[src/hdl/asp_pkg.sv]
/*
 holds register offsets, control bit positions, reset values and frame
 constants of the async serial port, plus the packed carrier structs.
 assumes a single 40 MHz system clock and a byte-wide register port.
*/
package asp_pkg;
    // ------------------------------------------------------------
    // register map
    // ------------------------------------------------------------
    localparam logic [7:0] ADDR_CTRL_STAT = 8'h22;
    localparam logic [7:0] ADDR_DATA      = 8'h23;
    localparam logic [7:0] ADDR_RATE_LO   = 8'h24;
    localparam logic [7:0] ADDR_RATE_HI   = 8'h25;
    localparam logic [7:0] CTRL_RST       = 8'h00;
    localparam logic [7:0] DATA_RST       = 8'h00;
    localparam logic [15:0] RATE_RST      = 16'h0000;

    // ------------------------------------------------------------
    // control/status bit positions
    // ------------------------------------------------------------
    localparam int BIT_TX_EN      = 0;
    localparam int BIT_TX_IRQ_SEL = 1;
    localparam int BIT_EIGHT      = 2;
    localparam int BIT_PAR_EN     = 3;
    localparam int BIT_PAR_EVEN   = 4;
    localparam int BIT_RX_EN      = 5;
    localparam int BIT_SEMA       = 6;
    localparam int BIT_RX_ERR     = 7;

    // ------------------------------------------------------------
    // timing
    // ------------------------------------------------------------
    localparam logic [3:0] OVS_LAST = 4'hf;
    localparam logic [3:0] OVS_MID  = 4'h7;
    localparam logic [3:0] HALF_BIT = 4'h7;

    // ------------------------------------------------------------
    // carriers
    // ------------------------------------------------------------
    typedef struct packed {
        logic       eight;
        logic       parEn;
        logic       parEven;
    } asp_fmt_t;

    typedef struct packed {
        logic       valid;
        logic [7:0] data;
        logic       parErr;
        logic       frameErr;
    } asp_rxchar_t;

    function automatic logic asp_parity(input logic [7:0] d, input logic eight,
                                        input logic even);
        logic p;
        p = ^d[6:0] ^ (eight & d[7]);
        return even ? p : ~p;
    endfunction
endpackage

[src/hdl/asp_tx.sv]
/*
 transmit shifter of the async serial port: frames one character per load.
 assumes a one-cycle 16x tick enable and a format held stable per frame.
*/
`timescale 1ns/1ps
module asp_tx (
    // clock and reset
    input  wire logic            clk_sys,
    input  wire logic            sys_rst,
    // control
    input  wire logic            tick16,
    input  wire asp_pkg::asp_fmt_t fmt,
    input  wire logic            load,
    input  wire logic [7:0]      loadData,
    // status and line
    output logic                 busy,
    output logic                 txLine
);
    logic [10:0] shift_ff;
    logic [10:0] nxt_shift;
    logic [3:0]  bits_ff;
    logic [3:0]  nxt_bits;
    logic [3:0]  ovs_ff;
    logic [3:0]  nxt_ovs;
    logic        line_ff;
    logic        nxt_line;
    logic        par;

    assign busy   = (bits_ff != 4'h0);
    assign txLine = line_ff;

    always_comb begin
        nxt_shift = shift_ff;
        nxt_bits  = bits_ff;
        nxt_ovs   = ovs_ff;
        nxt_line  = line_ff;
        par       = asp_pkg::asp_parity(loadData, fmt.eight, fmt.parEven);
        if (load && bits_ff == 4'h0) begin
            // start, lsb-first data, parity or stop, stops; always 11 or 10 slots
            if (fmt.eight) begin
                nxt_shift = {1'b1, fmt.parEn ? par : 1'b1, loadData, 1'b0};
                nxt_bits  = 4'hb;
            end else begin
                // seven-bit: bit 7 dropped; no parity gives two stops
                nxt_shift = {1'b1, 1'b1, fmt.parEn ? par : 1'b1, loadData[6:0], 1'b0};
                nxt_bits  = 4'ha;
            end
            nxt_ovs = 4'h0;
        end else if (tick16 && bits_ff != 4'h0) begin
            if (ovs_ff == 4'h0) begin
                nxt_line = shift_ff[0];
            end
            nxt_ovs = ovs_ff + 4'h1; // sixteen ticks per bit
            if (ovs_ff == asp_pkg::OVS_LAST) begin
                nxt_shift = {1'b1, shift_ff[10:1]};
                nxt_bits  = bits_ff - 4'h1;
            end
        end
        if (bits_ff == 4'h0 && !load) begin
            nxt_line = 1'b1; // idle high
        end
    end

    always_ff @(posedge clk_sys) begin
        if (sys_rst) begin
            shift_ff <= 11'h7ff;
            bits_ff  <= 4'h0;
            ovs_ff   <= 4'h0;
            line_ff  <= 1'b1;
        end else begin
            shift_ff <= nxt_shift;
            bits_ff  <= nxt_bits;
            ovs_ff   <= nxt_ovs;
            line_ff  <= nxt_line;
        end
    end
endmodule

[src/hdl/asp_rx.sv]
/*
 receive sampler of the async serial port: 16x oversampled, mid-bit strobe.
 assumes rxLine synchronous to clk_sys and a one-cycle 16x tick enable.
*/
`timescale 1ns/1ps
module asp_rx (
    // clock and reset
    input  wire logic              clk_sys,
    input  wire logic              sys_rst,
    // control
    input  wire logic              tick16,
    input  wire logic              enable,
    input  wire asp_pkg::asp_fmt_t fmt,
    // line and result
    input  wire logic              rxLine,
    output asp_pkg::asp_rxchar_t   rxChar
);
    typedef enum logic [3:0] {
        ASP_IDLE  = 4'b0001,
        ASP_START = 4'b0010,
        ASP_DATA  = 4'b0100,
        ASP_STOP  = 4'b1000
    } asp_rxst_t;

    asp_rxst_t            st_ff;
    asp_rxst_t            nxt_st;
    logic [3:0]           ovs_ff;
    logic [3:0]           nxt_ovs;
    logic [3:0]           idx_ff;
    logic [3:0]           nxt_idx;
    logic [8:0]           sh_ff;
    logic [8:0]           nxt_sh;
    asp_pkg::asp_rxchar_t out_ff;
    asp_pkg::asp_rxchar_t nxt_out;
    logic [3:0]           nbits;
    logic [7:0]           dat;

    assign rxChar = out_ff;

    always_comb begin
        nxt_st  = st_ff;
        nxt_ovs = ovs_ff;
        nxt_idx = idx_ff;
        nxt_sh  = sh_ff;
        nxt_out = out_ff;
        nxt_out.valid = 1'b0;
        nbits = (fmt.eight ? 4'h8 : 4'h7) + {3'h0, fmt.parEn};
        dat   = fmt.eight ? sh_ff[7:0] : {1'b0, sh_ff[6:0]};
        if (!enable) begin
            nxt_st = ASP_IDLE; // receiver held off
        end else if (tick16) begin
            nxt_ovs = ovs_ff + 4'h1; // sixteen ticks per bit
            unique case (st_ff)
                ASP_IDLE: begin
                    nxt_ovs = 4'h0;
                    if (!rxLine) begin
                        nxt_st = ASP_START;
                    end
                end
                ASP_START: begin
                    // low must last half a bit, else false start
                    if (rxLine) begin
                        nxt_st = ASP_IDLE;
                    end else if (ovs_ff == asp_pkg::HALF_BIT) begin
                        nxt_st  = ASP_DATA;
                        nxt_ovs = 4'h0;
                        nxt_idx = 4'h0;
                    end
                end
                ASP_DATA: begin
                    if (ovs_ff == asp_pkg::OVS_LAST) begin
                        // one sample per bit at its centre
                        nxt_sh = {rxLine, sh_ff[8:1]};
                        if (idx_ff == nbits - 4'h1) begin
                            nxt_st = ASP_STOP;
                        end
                        nxt_idx = idx_ff + 4'h1;
                    end
                end
                ASP_STOP: begin
                    // a single stop bit suffices
                    if (ovs_ff == asp_pkg::OVS_LAST) begin
                        nxt_st = ASP_IDLE;
                        nxt_out.valid    = 1'b1;
                        nxt_out.frameErr = ~rxLine;
                        nxt_out.data     = dat;
                        nxt_out.parErr   = fmt.parEn & (sh_ff[8] !=
                            asp_pkg::asp_parity(dat, fmt.eight, fmt.parEven));
                    end
                end
            endcase
        end
        // align shifter so data lands in low bits
        if (nxt_st == ASP_STOP && st_ff == ASP_DATA) begin
            nxt_sh = fmt.parEn ? (fmt.eight ? nxt_sh : {nxt_sh[8], 1'b0, nxt_sh[7:1]})
                               : (fmt.eight ? {1'b0, nxt_sh[8:1]} : {2'b00, nxt_sh[8:2]});
        end
    end

    always_ff @(posedge clk_sys) begin
        if (sys_rst) begin
            st_ff  <= ASP_IDLE;
            ovs_ff <= 4'h0;
            idx_ff <= 4'h0;
            sh_ff  <= 9'h000;
            out_ff <= '0;
        end else begin
            st_ff  <= nxt_st;
            ovs_ff <= nxt_ovs;
            idx_ff <= nxt_idx;
            sh_ff  <= nxt_sh;
            out_ff <= nxt_out;
        end
    end
endmodule

[src/hdl/asp_top.sv]
/*
 async serial port top: register port, rate divider, tx and rx shifters,
 interrupt outputs. assumes a 40 MHz clk_sys and synchronous line inputs.
*/
// The implementer's own choice: strobed register access.
`timescale 1ns/1ps
module asp_top (
    // clock and reset
    input  wire logic       clk_sys,
    input  wire logic       sys_rst,
    // register port
    input  wire logic [7:0] regAddr,
    input  wire logic [7:0] regWdata,
    input  wire logic       regWr,
    input  wire logic       regRd,
    output logic [7:0]      regRdata,
    // serial line
    input  wire logic       rxLine,
    output logic            txLine,
    // interrupts
    output logic            txIrq,
    output logic            rxIrq
);
    // ------------------------------------------------------------
    // state
    // ------------------------------------------------------------
    logic [7:0]  ctrl_ff;
    logic [7:0]  nxt_ctrl;
    logic [7:0]  rxData_ff;
    logic [7:0]  nxt_rxData;
    logic        rxFull_ff;
    logic        nxt_rxFull;
    logic [7:0]  hold_ff;
    logic [7:0]  nxt_hold;
    logic        holdFull_ff;
    logic        nxt_holdFull;
    logic [15:0] rate_ff;
    logic [15:0] nxt_rate;
    logic [15:0] div_ff;
    logic [15:0] nxt_div;
    logic        tick_ff;
    logic        nxt_tick;
    logic [7:0]  rdata_ff;
    logic [7:0]  nxt_rdata;
    logic        txIrq_ff;
    logic        nxt_txIrq;
    logic        rxIrq_ff;
    logic        nxt_rxIrq;

    logic                 txBusy;
    logic                 txLoad;
    logic                 txLineInt;
    logic                 txLine_ff;
    asp_pkg::asp_fmt_t    fmt;
    asp_pkg::asp_rxchar_t rxChar;

    assign fmt.eight   = ctrl_ff[asp_pkg::BIT_EIGHT];
    assign fmt.parEn   = ctrl_ff[asp_pkg::BIT_PAR_EN];
    assign fmt.parEven = ctrl_ff[asp_pkg::BIT_PAR_EVEN];
    assign txLoad      = holdFull_ff && !txBusy && ctrl_ff[asp_pkg::BIT_TX_EN];

    assign regRdata = rdata_ff;
    assign txIrq    = txIrq_ff;
    assign rxIrq    = rxIrq_ff;
    assign txLine   = txLine_ff;

    // ------------------------------------------------------------
    // rate divider: reload value set by software
    // ------------------------------------------------------------
    always_comb begin
        nxt_div  = div_ff - 16'h0001;
        nxt_tick = 1'b0;
        if (div_ff == 16'h0000) begin
            // tick every rate+1 clocks; software owns the divisor
            nxt_div  = rate_ff;
            nxt_tick = 1'b1;
        end
    end

    // ------------------------------------------------------------
    // registers
    // ------------------------------------------------------------
    always_comb begin
        nxt_ctrl     = ctrl_ff;
        nxt_rxData   = rxData_ff;
        nxt_rxFull   = rxFull_ff;
        nxt_hold     = hold_ff;
        nxt_holdFull = holdFull_ff;
        nxt_rate     = rate_ff;
        nxt_rdata    = 8'h00;
        if (txLoad) begin
            nxt_holdFull = 1'b0;
        end
        if (regWr) begin
            unique case (regAddr)
                asp_pkg::ADDR_CTRL_STAT: begin
                    nxt_ctrl[6:0] = regWdata[6:0];
                    if (regWdata[asp_pkg::BIT_RX_ERR]) begin
                        nxt_ctrl[asp_pkg::BIT_RX_ERR] = 1'b0; // write one clears
                    end
                end
                asp_pkg::ADDR_DATA: begin
                    nxt_hold     = regWdata;
                    nxt_holdFull = 1'b1;
                end
                asp_pkg::ADDR_RATE_LO: nxt_rate[7:0]  = regWdata;
                asp_pkg::ADDR_RATE_HI: nxt_rate[15:8] = regWdata;
                default: ;
            endcase
        end
        if (regRd) begin
            unique case (regAddr)
                asp_pkg::ADDR_CTRL_STAT: nxt_rdata = ctrl_ff;
                asp_pkg::ADDR_DATA: begin
                    nxt_rdata  = rxData_ff;
                    nxt_rxFull = 1'b0;
                end
                asp_pkg::ADDR_RATE_LO: nxt_rdata = rate_ff[7:0];
                asp_pkg::ADDR_RATE_HI: nxt_rdata = rate_ff[15:8];
                default: nxt_rdata = 8'h00;
            endcase
        end
        if (rxChar.valid && ctrl_ff[asp_pkg::BIT_RX_EN]) begin
            nxt_rxData = rxChar.data;
            nxt_rxFull = 1'b1;
            // errors set after the clear so a coincident event wins
            if (rxChar.frameErr || rxChar.parErr || rxFull_ff) begin
                nxt_ctrl[asp_pkg::BIT_RX_ERR] = 1'b1;
            end
        end
    end

    // ------------------------------------------------------------
    // interrupts
    // ------------------------------------------------------------
    always_comb begin
        // holding empty, or holding and shifter empty
        nxt_txIrq = ctrl_ff[asp_pkg::BIT_TX_EN] &&
                    (ctrl_ff[asp_pkg::BIT_TX_IRQ_SEL] ? (!holdFull_ff && !txBusy)
                                                     : !holdFull_ff);
        // level while received data waits unread
        nxt_rxIrq = ctrl_ff[asp_pkg::BIT_RX_EN] && nxt_rxFull;
    end

    always_ff @(posedge clk_sys) begin
        if (sys_rst) begin
            ctrl_ff     <= asp_pkg::CTRL_RST;
            rxData_ff   <= asp_pkg::DATA_RST;
            rxFull_ff   <= 1'b0;
            hold_ff     <= asp_pkg::DATA_RST;
            holdFull_ff <= 1'b0;
            rate_ff     <= asp_pkg::RATE_RST;
            div_ff      <= asp_pkg::RATE_RST;
            tick_ff     <= 1'b0;
            rdata_ff    <= 8'h00;
            txIrq_ff    <= 1'b0;
            rxIrq_ff    <= 1'b0;
            txLine_ff   <= 1'b1;
        end else begin
            ctrl_ff     <= nxt_ctrl;
            rxData_ff   <= nxt_rxData;
            rxFull_ff   <= nxt_rxFull;
            hold_ff     <= nxt_hold;
            holdFull_ff <= nxt_holdFull;
            rate_ff     <= nxt_rate;
            div_ff      <= nxt_div;
            tick_ff     <= nxt_tick;
            rdata_ff    <= nxt_rdata;
            txIrq_ff    <= nxt_txIrq;
            rxIrq_ff    <= nxt_rxIrq;
            txLine_ff   <= txLineInt;
        end
    end

    // ------------------------------------------------------------
    // shifters
    // ------------------------------------------------------------
    asp_tx u_tx (
        .clk_sys  (clk_sys),
        .sys_rst  (sys_rst),
        .tick16   (tick_ff),
        .fmt      (fmt),
        .load     (txLoad),
        .loadData (hold_ff),
        .busy     (txBusy),
        .txLine   (txLineInt)
    );

    // mid-bit sampling leaves margin for a few percent mismatch
    asp_rx u_rx (
        .clk_sys (clk_sys),
        .sys_rst (sys_rst),
        .tick16  (tick_ff),
        .enable  (ctrl_ff[asp_pkg::BIT_RX_EN]),
        .fmt     (fmt),
        .rxLine  (rxLine),
        .rxChar  (rxChar)
    );
endmodule

[config.mk]
export PLATFORM = sky130hd
export DESIGN_NAME = asp_top
export DESIGN_NICKNAME = d
export VERILOG_FILES = /design/src/hdl/asp_pkg.sv /design/src/hdl/asp_tx.sv /design/src/hdl/asp_rx.sv /design/src/hdl/asp_top.sv
export SDC_FILE = /design/constraint.sdc
export NUM_CORES = 1
export LEC_CHECK = 0
export ABC_AREA = 1
export BUFFER_PORTS_ARGS = -buffer_cell sky130_fd_sc_hd__buf_4
export CAP_MARGIN = 0
export CORE_UTILIZATION = 35
export CTS_BUF_LIST = sky130_fd_sc_hd__clkbuf_16
export CTS_CLUSTER_SIZE = 12
export DETAILED_ROUTE_END_ITERATION = 7
export PLACE_DENSITY = 0.5
export SLEW_MARGIN = 25
export SYNTH_ARGS = -nofsm -noshare
export SYNTH_HDL_FRONTEND = slang
export SYNTH_SLANG_ARGS = --single-unit
[constraint.sdc]
create_clock -name clk_sys -period 1.98 [get_ports clk_sys]
set_clock_uncertainty 0.05 [all_clocks]
set_input_delay 0.297 -clock clk_sys [delete_from_list [all_inputs] [get_ports clk_sys]]
set_output_delay 0.297 -clock clk_sys [all_outputs]
set_load 0.005 [all_outputs]
==> results of run 1 <==
[cell usage in the layout (no fill, tap or decap), drive strengths merged, types with 2 or more instances in the layout]
cell / netlist / routed
inv: 100 / 101
nor3: 12 / 12
nand2: 181 / 181
clkinv: 1 / 10
nand3: 64 / 64
a21boi: 8 / 8
a211oi: 5 / 5
a22oi: 2 / 2
o22ai: 7 / 7
dfxtp: 121 / 121
a31oi: 16 / 16
bufinv: 0 / 3
buf: 12 / 62
clkinvlp: 0 / 2
o21ai: 87 / 87
or2: 6 / 6
nand4: 4 / 4
o21bai: 6 / 6
a21oi: 72 / 72
clkbuf: 17 / 17
xor2: 6 / 6
xnor2: 5 / 5
nor2: 94 / 95
nor3b: 2 / 2
o211ai: 6 / 6
ha: 10 / 10
nor4: 4 / 4
[per-layer routing]
metal  track usage [%]  vias up  share of wire, %
met5                 0        -                 0
met4              5.43        0              0.95
met3              4.98       13               4.2
met2              28.7      120                42
met1              27.4     2533                53
li1                  -     2937                 -
[registers in the layout, indices dropped and copies added (netlist names), 8 cells and up]
register       flops
rxData_ff          8
div_ff            16
u_tx.shift_ff     10
hold_ff            8
u_rx.rxChar       11
regRdata           8
u_rx.sh_ff         9
ctrl_ff            8
rate_ff           16
[path summary, 6_finish.rpt]
| path | start | end | slack, ns | cells past startpoint |
|---|---|---|---|---|
| max | u_tx.bits_ff[0]$_SDFFE_PP0P_ | u_tx.shift_ff[8]$_SDFFE_PP1P_ | 0.16 | 10 |
| min | sys_rst | u_tx.bits_ff[3]$_SDFFE_PP0P_ | 0.06 | 2 |
| max reg2reg | u_tx.bits_ff[0]$_SDFFE_PP0P_ | u_tx.shift_ff[8]$_SDFFE_PP1P_ | 0.16 | 10 |
| min reg2reg | div_ff[0]$_SDFF_PP0_ | div_ff[0]$_SDFF_PP0_ | 0.38 | 1 |
[what timing repair did]
item	CTS	global route
resized for setup	0	4
endpoints found under the setup margin	0	14
buffers inserted	0	1
[logic make-up (layout without fill, tap and decap cells)]
group | after synthesis | in the layout | synth area share (%)
fa+ha+maj | 10 | 10 | 2.10
xor+xnor | 11 | 11 | 1.62
simple gates | 368 | 369 | 27.0
compound gates | 213 | 213 | 19.9
buf+inv | 130 | 195 | 8.81
flops | 121 | 121 | 40.6
[stage by stage]
step,worst slack [ns],hold slack (ns)
after detailed placement,0.0636,0.379
final,0.160,0.0615
after global placement,0.134,0.370
after global routing,-0.0138,0.0469
after floorplan,0.304,0.344
after CTS,0.0882,0.0386
[power groups by stage]
stage          Combinational (W)  Sequential, W  Clock, W
3_5_place_dp            0.000928        0.00267         0
6_report                0.000938        0.00261   0.00310
3_3_place_gp            0.000939        0.00267         0
2_1_floorplan           0.000625        0.00265         0
5_1_grt                  0.00107        0.00263   0.00328
4_1_cts                 0.000934        0.00261   0.00317
[area by class of cell]
class / instances / area share (%)
tap: 220 / 3.84
multi-input combinational: 603 / 42.4
inverter: 101 / 5.29
sequential: 121 / 33.8
timing repair buffer: 62 / 6.49
clock inverter: 15 / 2.22
clock buffer: 17 / 5.93
[critical path: stages, from the launching register on]
cell and delay, ns:
dfxtp_1 0.34, inv_1 0.09, ha_1 0.20, nand3_1 0.15, nand2_1 0.10, nor3_2 0.17
nand2_2 0.15, nand2_4 0.12, inv_1 0.12, a21oi_1 0.16, nand2_1 0.06
==> flow_metrics.py, run 1 <==
metrics = {
    "run_status": {
        "status": "finished clean",
    },
    "grt": {
        "first_global_vias": 5248,
        "gr-total-overflow": 0,
        "grt_max_degree": 43,
        "grtUsageTotal_pct": 19.3,
        "antenna_found_initial": 0,
        "grt_pass1_wl_um": 26800,
    },
    "sta": {
        "rsz0062_at_grt": "yes",
        "period_share_pct": 91.9,
        "hold_violations": 0,
        "fmax_mhz": 549,
        "max_slew_margin_pct": 64.2,
        "tightest_slew_ns": 0.524,
        "min_period_ns": 1.82,
        "finalSetupTns_ns": 0,
        "maxSlewViolCount": 0,
        "finalSetupViolCount": 0,
    },
    "die": {
        "die_area_mm2": 0.0176,
        "coreArea_mm2": 0.0166,
        "die_h_um": 133,
        "initial_core_util_pct": 36.0,
        "ios": 32,
        "core.rowCount": 47,
        "die_w_um": 133,
    },
    "routing": {
        "post-route-drc-count": 0,
        "viasPerCell": 4.92,
        "via_count": 5603,
        "ant_nets": 0,
        "totalWireLength_um": 16200,
        "first_pass_iters": 5,
        "wl_per_cell_um": 14.2,
        "drt_iter0_drc": 411,
    },
    "cells_and_area": {
        "fillers": 1759,
        "multiInputGateArea_mm2": 0.00304,
        "layout-drive-gt1-share_pct": 12.8,
        "regArea_mm2": 0.00242,
        "nNetsFinal": 937,
        "post-route-util_pct": 43.2,
        "final_cell_area_mm2": 0.00717,
        "stdcell_count": 1139,
        "areaGrowthSynthToFinish_pct": 20.2,
        "num_antenna_cells": 0,
    },
    "clock_network": {
        "root_buffer": "clkbuf_16",
        "cts_buffer_depth": 2,
        "clk_latency_ns": 0.42,
        "cts_buffers": 17,
        "ctsHoldBuffers": 0,
        "cts_tree": "yes",
        "htree_levels": 4,
        "clock-sinks": 121,
        "cts.clk_slew.worst_paths_ns": 0.05,
    },
    "worst_setup_path": {
        "crit_path_start_kind": "flop",
        "end_kind": "flop",
        "arrival_ns": 2.08,
        "crit_type": "flop to flop",
        "crit_fanout": 7,
        "cp.required_ns": 2.24,
    },
    "placement": {
        "dpl.cell_count": 1105,
        "gp_congestion": 0.817,
        "place.port_buffers": 31,
        "dpl_cell_area_mm2": 0.00655,
        "hpwl_um": 11700,
    },
    "pwr": {
        "power_density_mw_per_mm2": 928,
        "swShare_pct": 26.9,
        "p_switching_w": 0.00179,
        "p_int_w": 0.00486,
        "ir_drop_uv": 583,
        "p_total_w": 0.00665,
        "p_clk_share_pct": 46.6,
        "seqPwrFrac_pct": 39.3,
        "power_frac_comb_pct": 14.1,
        "leakage_nw": 3.01,
    },
    "worst_hold_path": {
        "min_path_type": "primary input to flop",
    },
    "yosys": {
        "yosysTopAreaCell": "dfxtp_1",
        "ys_ff_latch": 121,
        "syn_inst": 853,
        "yosysMostFrequentCell": "nand2_1",
        "synth_common_cells": "173 x nand2_1, 121 x dfxtp_1, 97 x inv_1",
        "ys_seq_area_share_pct": 40.6,
        "async_flop_share_pct": 0,
        "netlist_area_mm2": 0.00596,
        "synth_edf_count": 0,
        "synthesis.nets": 884,
        "ys_warn_count": 0,
        "synthTopCellsByArea": "dfxtp_1 41%, nand2_1 11%, o21ai_0 7.1%",
        "avgSynthCellArea_um2": 6.99,
        "yosysTopAreaCellShare_pct": 40.6,
        "synth_cell_types": 44,
        "synth_flop_cell": "dfxtp_1",
    },
    "flow_run": {
        "max-cap-violations": 0,
    },
}
Power figures use the tool's default switching activity.
==> run 2, diff against run 1 <==
==> constraint.sdc (replaced) <==
create_clock -name clk_sys -period 1.98 [get_ports clk_sys]
set_clock_uncertainty 0.05 [all_clocks]
set_input_delay 0.099 -clock clk_sys [delete_from_list [all_inputs] [get_ports clk_sys]]
set_output_delay 0.099 -clock clk_sys [all_outputs]
set_load 0.005 [all_outputs]
==> flow_metrics.py, run 2 (synthesized netlist as in run 1, its figures left out) <==
metrics = {
    "routing": {
        "drt_iter0_drc": 338,
        "via_count": 5541,
        "totalWireLength_um": 15900,
        "wl_per_cell_um": 13.9,
        "viasPerCell": 4.84,
        "ant_nets": 0,
        "post-route-drc-count": 0,
        "first_pass_iters": 5,
    },
    "die": {
        "ios": 32,
        "core.rowCount": 47,
        "die_h_um": 133,
        "die_area_mm2": 0.0176,
        "die_w_um": 133,
        "coreArea_mm2": 0.0166,
        "initial_core_util_pct": 36.0,
    },
    "clock_network": {
        "cts_tree": "yes",
        "clk_latency_ns": 0.41,
        "cts.clk_slew.worst_paths_ns": 0.05,
        "root_buffer": "clkbuf_16",
        "clock-sinks": 121,
        "cts_buffer_depth": 2,
        "htree_levels": 4,
        "cts_buffers": 17,
    },
    "placement": {
        "place.port_buffers": 31,
        "post-place-ws_ns": 0.137,
        "hpwl_um": 11300,
        "gp_congestion": 0.829,
    },
    "cells_and_area": {
        "regArea_mm2": 0.00242,
        "areaGrowthSynthToFinish_pct": 21.4,
        "layout_common_cells": "171 x nand2_1, 120 x dfxtp_1, 98 x inv_1, 92 x nor2_1, 85 x o21ai_0",
        "layout-drive-gt1-share_pct": 11.8,
        "fillers": 1744,
        "multiInputGateArea_mm2": 0.00306,
        "num_antenna_cells": 0,
        "final_common_cell": "nand2_1",
        "post-route-util_pct": 43.7,
        "nNetsFinal": 945,
    },
    "flow_run": {
        "max-cap-violations": 0,
    },
    "sta": {
        "maxSlewViolCount": 0,
        "max_slew_margin_pct": 58.5,
        "min_period_ns": 1.84,
        "fin_ws_ns": 0.141,
        "finalSetupTns_ns": 0,
        "finalSetupViolCount": 0,
        "hold_violations": 0,
        "period_share_pct": 92.9,
        "timing.hold.ws_ns": 0.144,
        "tightest_slew_ns": 0.607,
        "fmax_mhz": 544,
    },
    "worst_setup_path": {
        "crit_fanout": 6,
        "crit_path_start_kind": "primary input",
        "crit_type": "primary input to flop",
        "cp.required_ns": 2.27,
        "arrival_ns": 2.13,
        "end_kind": "flop",
    },
    "pwr": {
        "p_int_w": 0.00459,
        "power_density_mw_per_mm2": 872,
        "swShare_pct": 27.3,
        "p_switching_w": 0.00172,
        "power_frac_comb_pct": 15.0,
        "leakage_nw": 3.01,
        "p_total_w": 0.00631,
        "seqPwrFrac_pct": 41.5,
        "ir_drop_uv": 681,
        "p_clk_share_pct": 43.5,
    },
    "grt": {
        "antenna_found_initial": 0,
        "grt_pass1_wl_um": 27000,
        "grt_max_degree": 72,
        "gr-total-overflow": 0,
        "grtUsageTotal_pct": 19.5,
        "first_global_vias": 5372,
    },
    "run_status": {
        "status": "finished clean",
    },
    "worst_hold_path": {
        "min_path_type": "primary input to flop",
    },
}
-- run 2: cell count changes in the layout (fill, tap and decap cells not counted), moves of 2 or more --
cell,delta
dlygate4sd3_1,+15
buf_4,-9
clkinv_1,+4
clkinv_2,-3
nand2_2,+3
buf_12,+2
bufinv_16,-2
nand2_1,-2
-- run 2: cell type report --
class | instances | area share, %
tap | 220 | 3.80
clock inverter | 14 | 1.28
sequential | 121 | 33.5
timing repair buffer | 70 | 8.12
multi-input combinational | 603 | 42.2
inverter | 101 | 5.23
clock buffer | 17 | 5.87
-- run 2: stage by stage --
stage	cells	instance area, µm²
3_5_place_dp	1097	6520
4_1_cts	1143	7180
2_1_floorplan	853	5960
5_1_grt	1146	7240
3_3_place_gp	1097	6520
6_report	1146	7240
-- run 2: worst paths after layout --
check | startpoint | cells after the start | endpoint | slack [ns]
worst max-delay path | regAddr[0] | 9 | rate_ff[14]$_SDFFE_PP0P_ | 0.14
worst min register to register | div_ff[0]$_SDFF_PP0_ | 1 | div_ff[0]$_SDFF_PP0_ | 0.38
worst min-delay path | regAddr[3] | 6 | regRdata[1]$_SDFF_PP0_ | 0.14
worst max register to register | u_tx.bits_ff[0]$_SDFFE_PP0P_ | 10 | u_tx.shift_ff[8]$_SDFFE_PP1P_ | 0.18
-- run 2: timing repair --
action,4_1_cts,5_1_grt
resized for setup,0,7
hold buffers,15,0
hold endpoints to repair,32,0
setup buffers,0,2
setup endpoints to repair,0,15
-- run 2: power groups by stage --
stage / registers [W] / logic, W / clock network, W
4_1_cts: 0.00262 / 0.000947 / 0.00282
5_1_grt: 0.00263 / 0.00109 / 0.00293
2_1_floorplan: 0.00265 / 0.000625 / 0
3_5_place_dp: 0.00267 / 0.000922 / 0
6_report: 0.00262 / 0.000948 / 0.00274
3_3_place_gp: 0.00267 / 0.000934 / 0
-- run 2: critical path, stage by stage --
cell           delay (ns)
dlygate4sd3_1        0.53
buf_4                0.14
inv_1                0.06
nor4_2               0.23
nand2_2              0.16
inv_1                0.13
nand3_1              0.08
dlygate4sd3_1        0.56
a21oi_1              0.13
-- run 2: layer usage --
layer	vias up	share of wire (%)	GRT usage, %	routed length (µm)
li1	2943	-	-	-
met1	2492	54	27.8	8660
met2	100	41	29.1	6600
met3	6	3.4	4.48	535
met4	0	0.72	5.49	115
met5	-	0	0	0
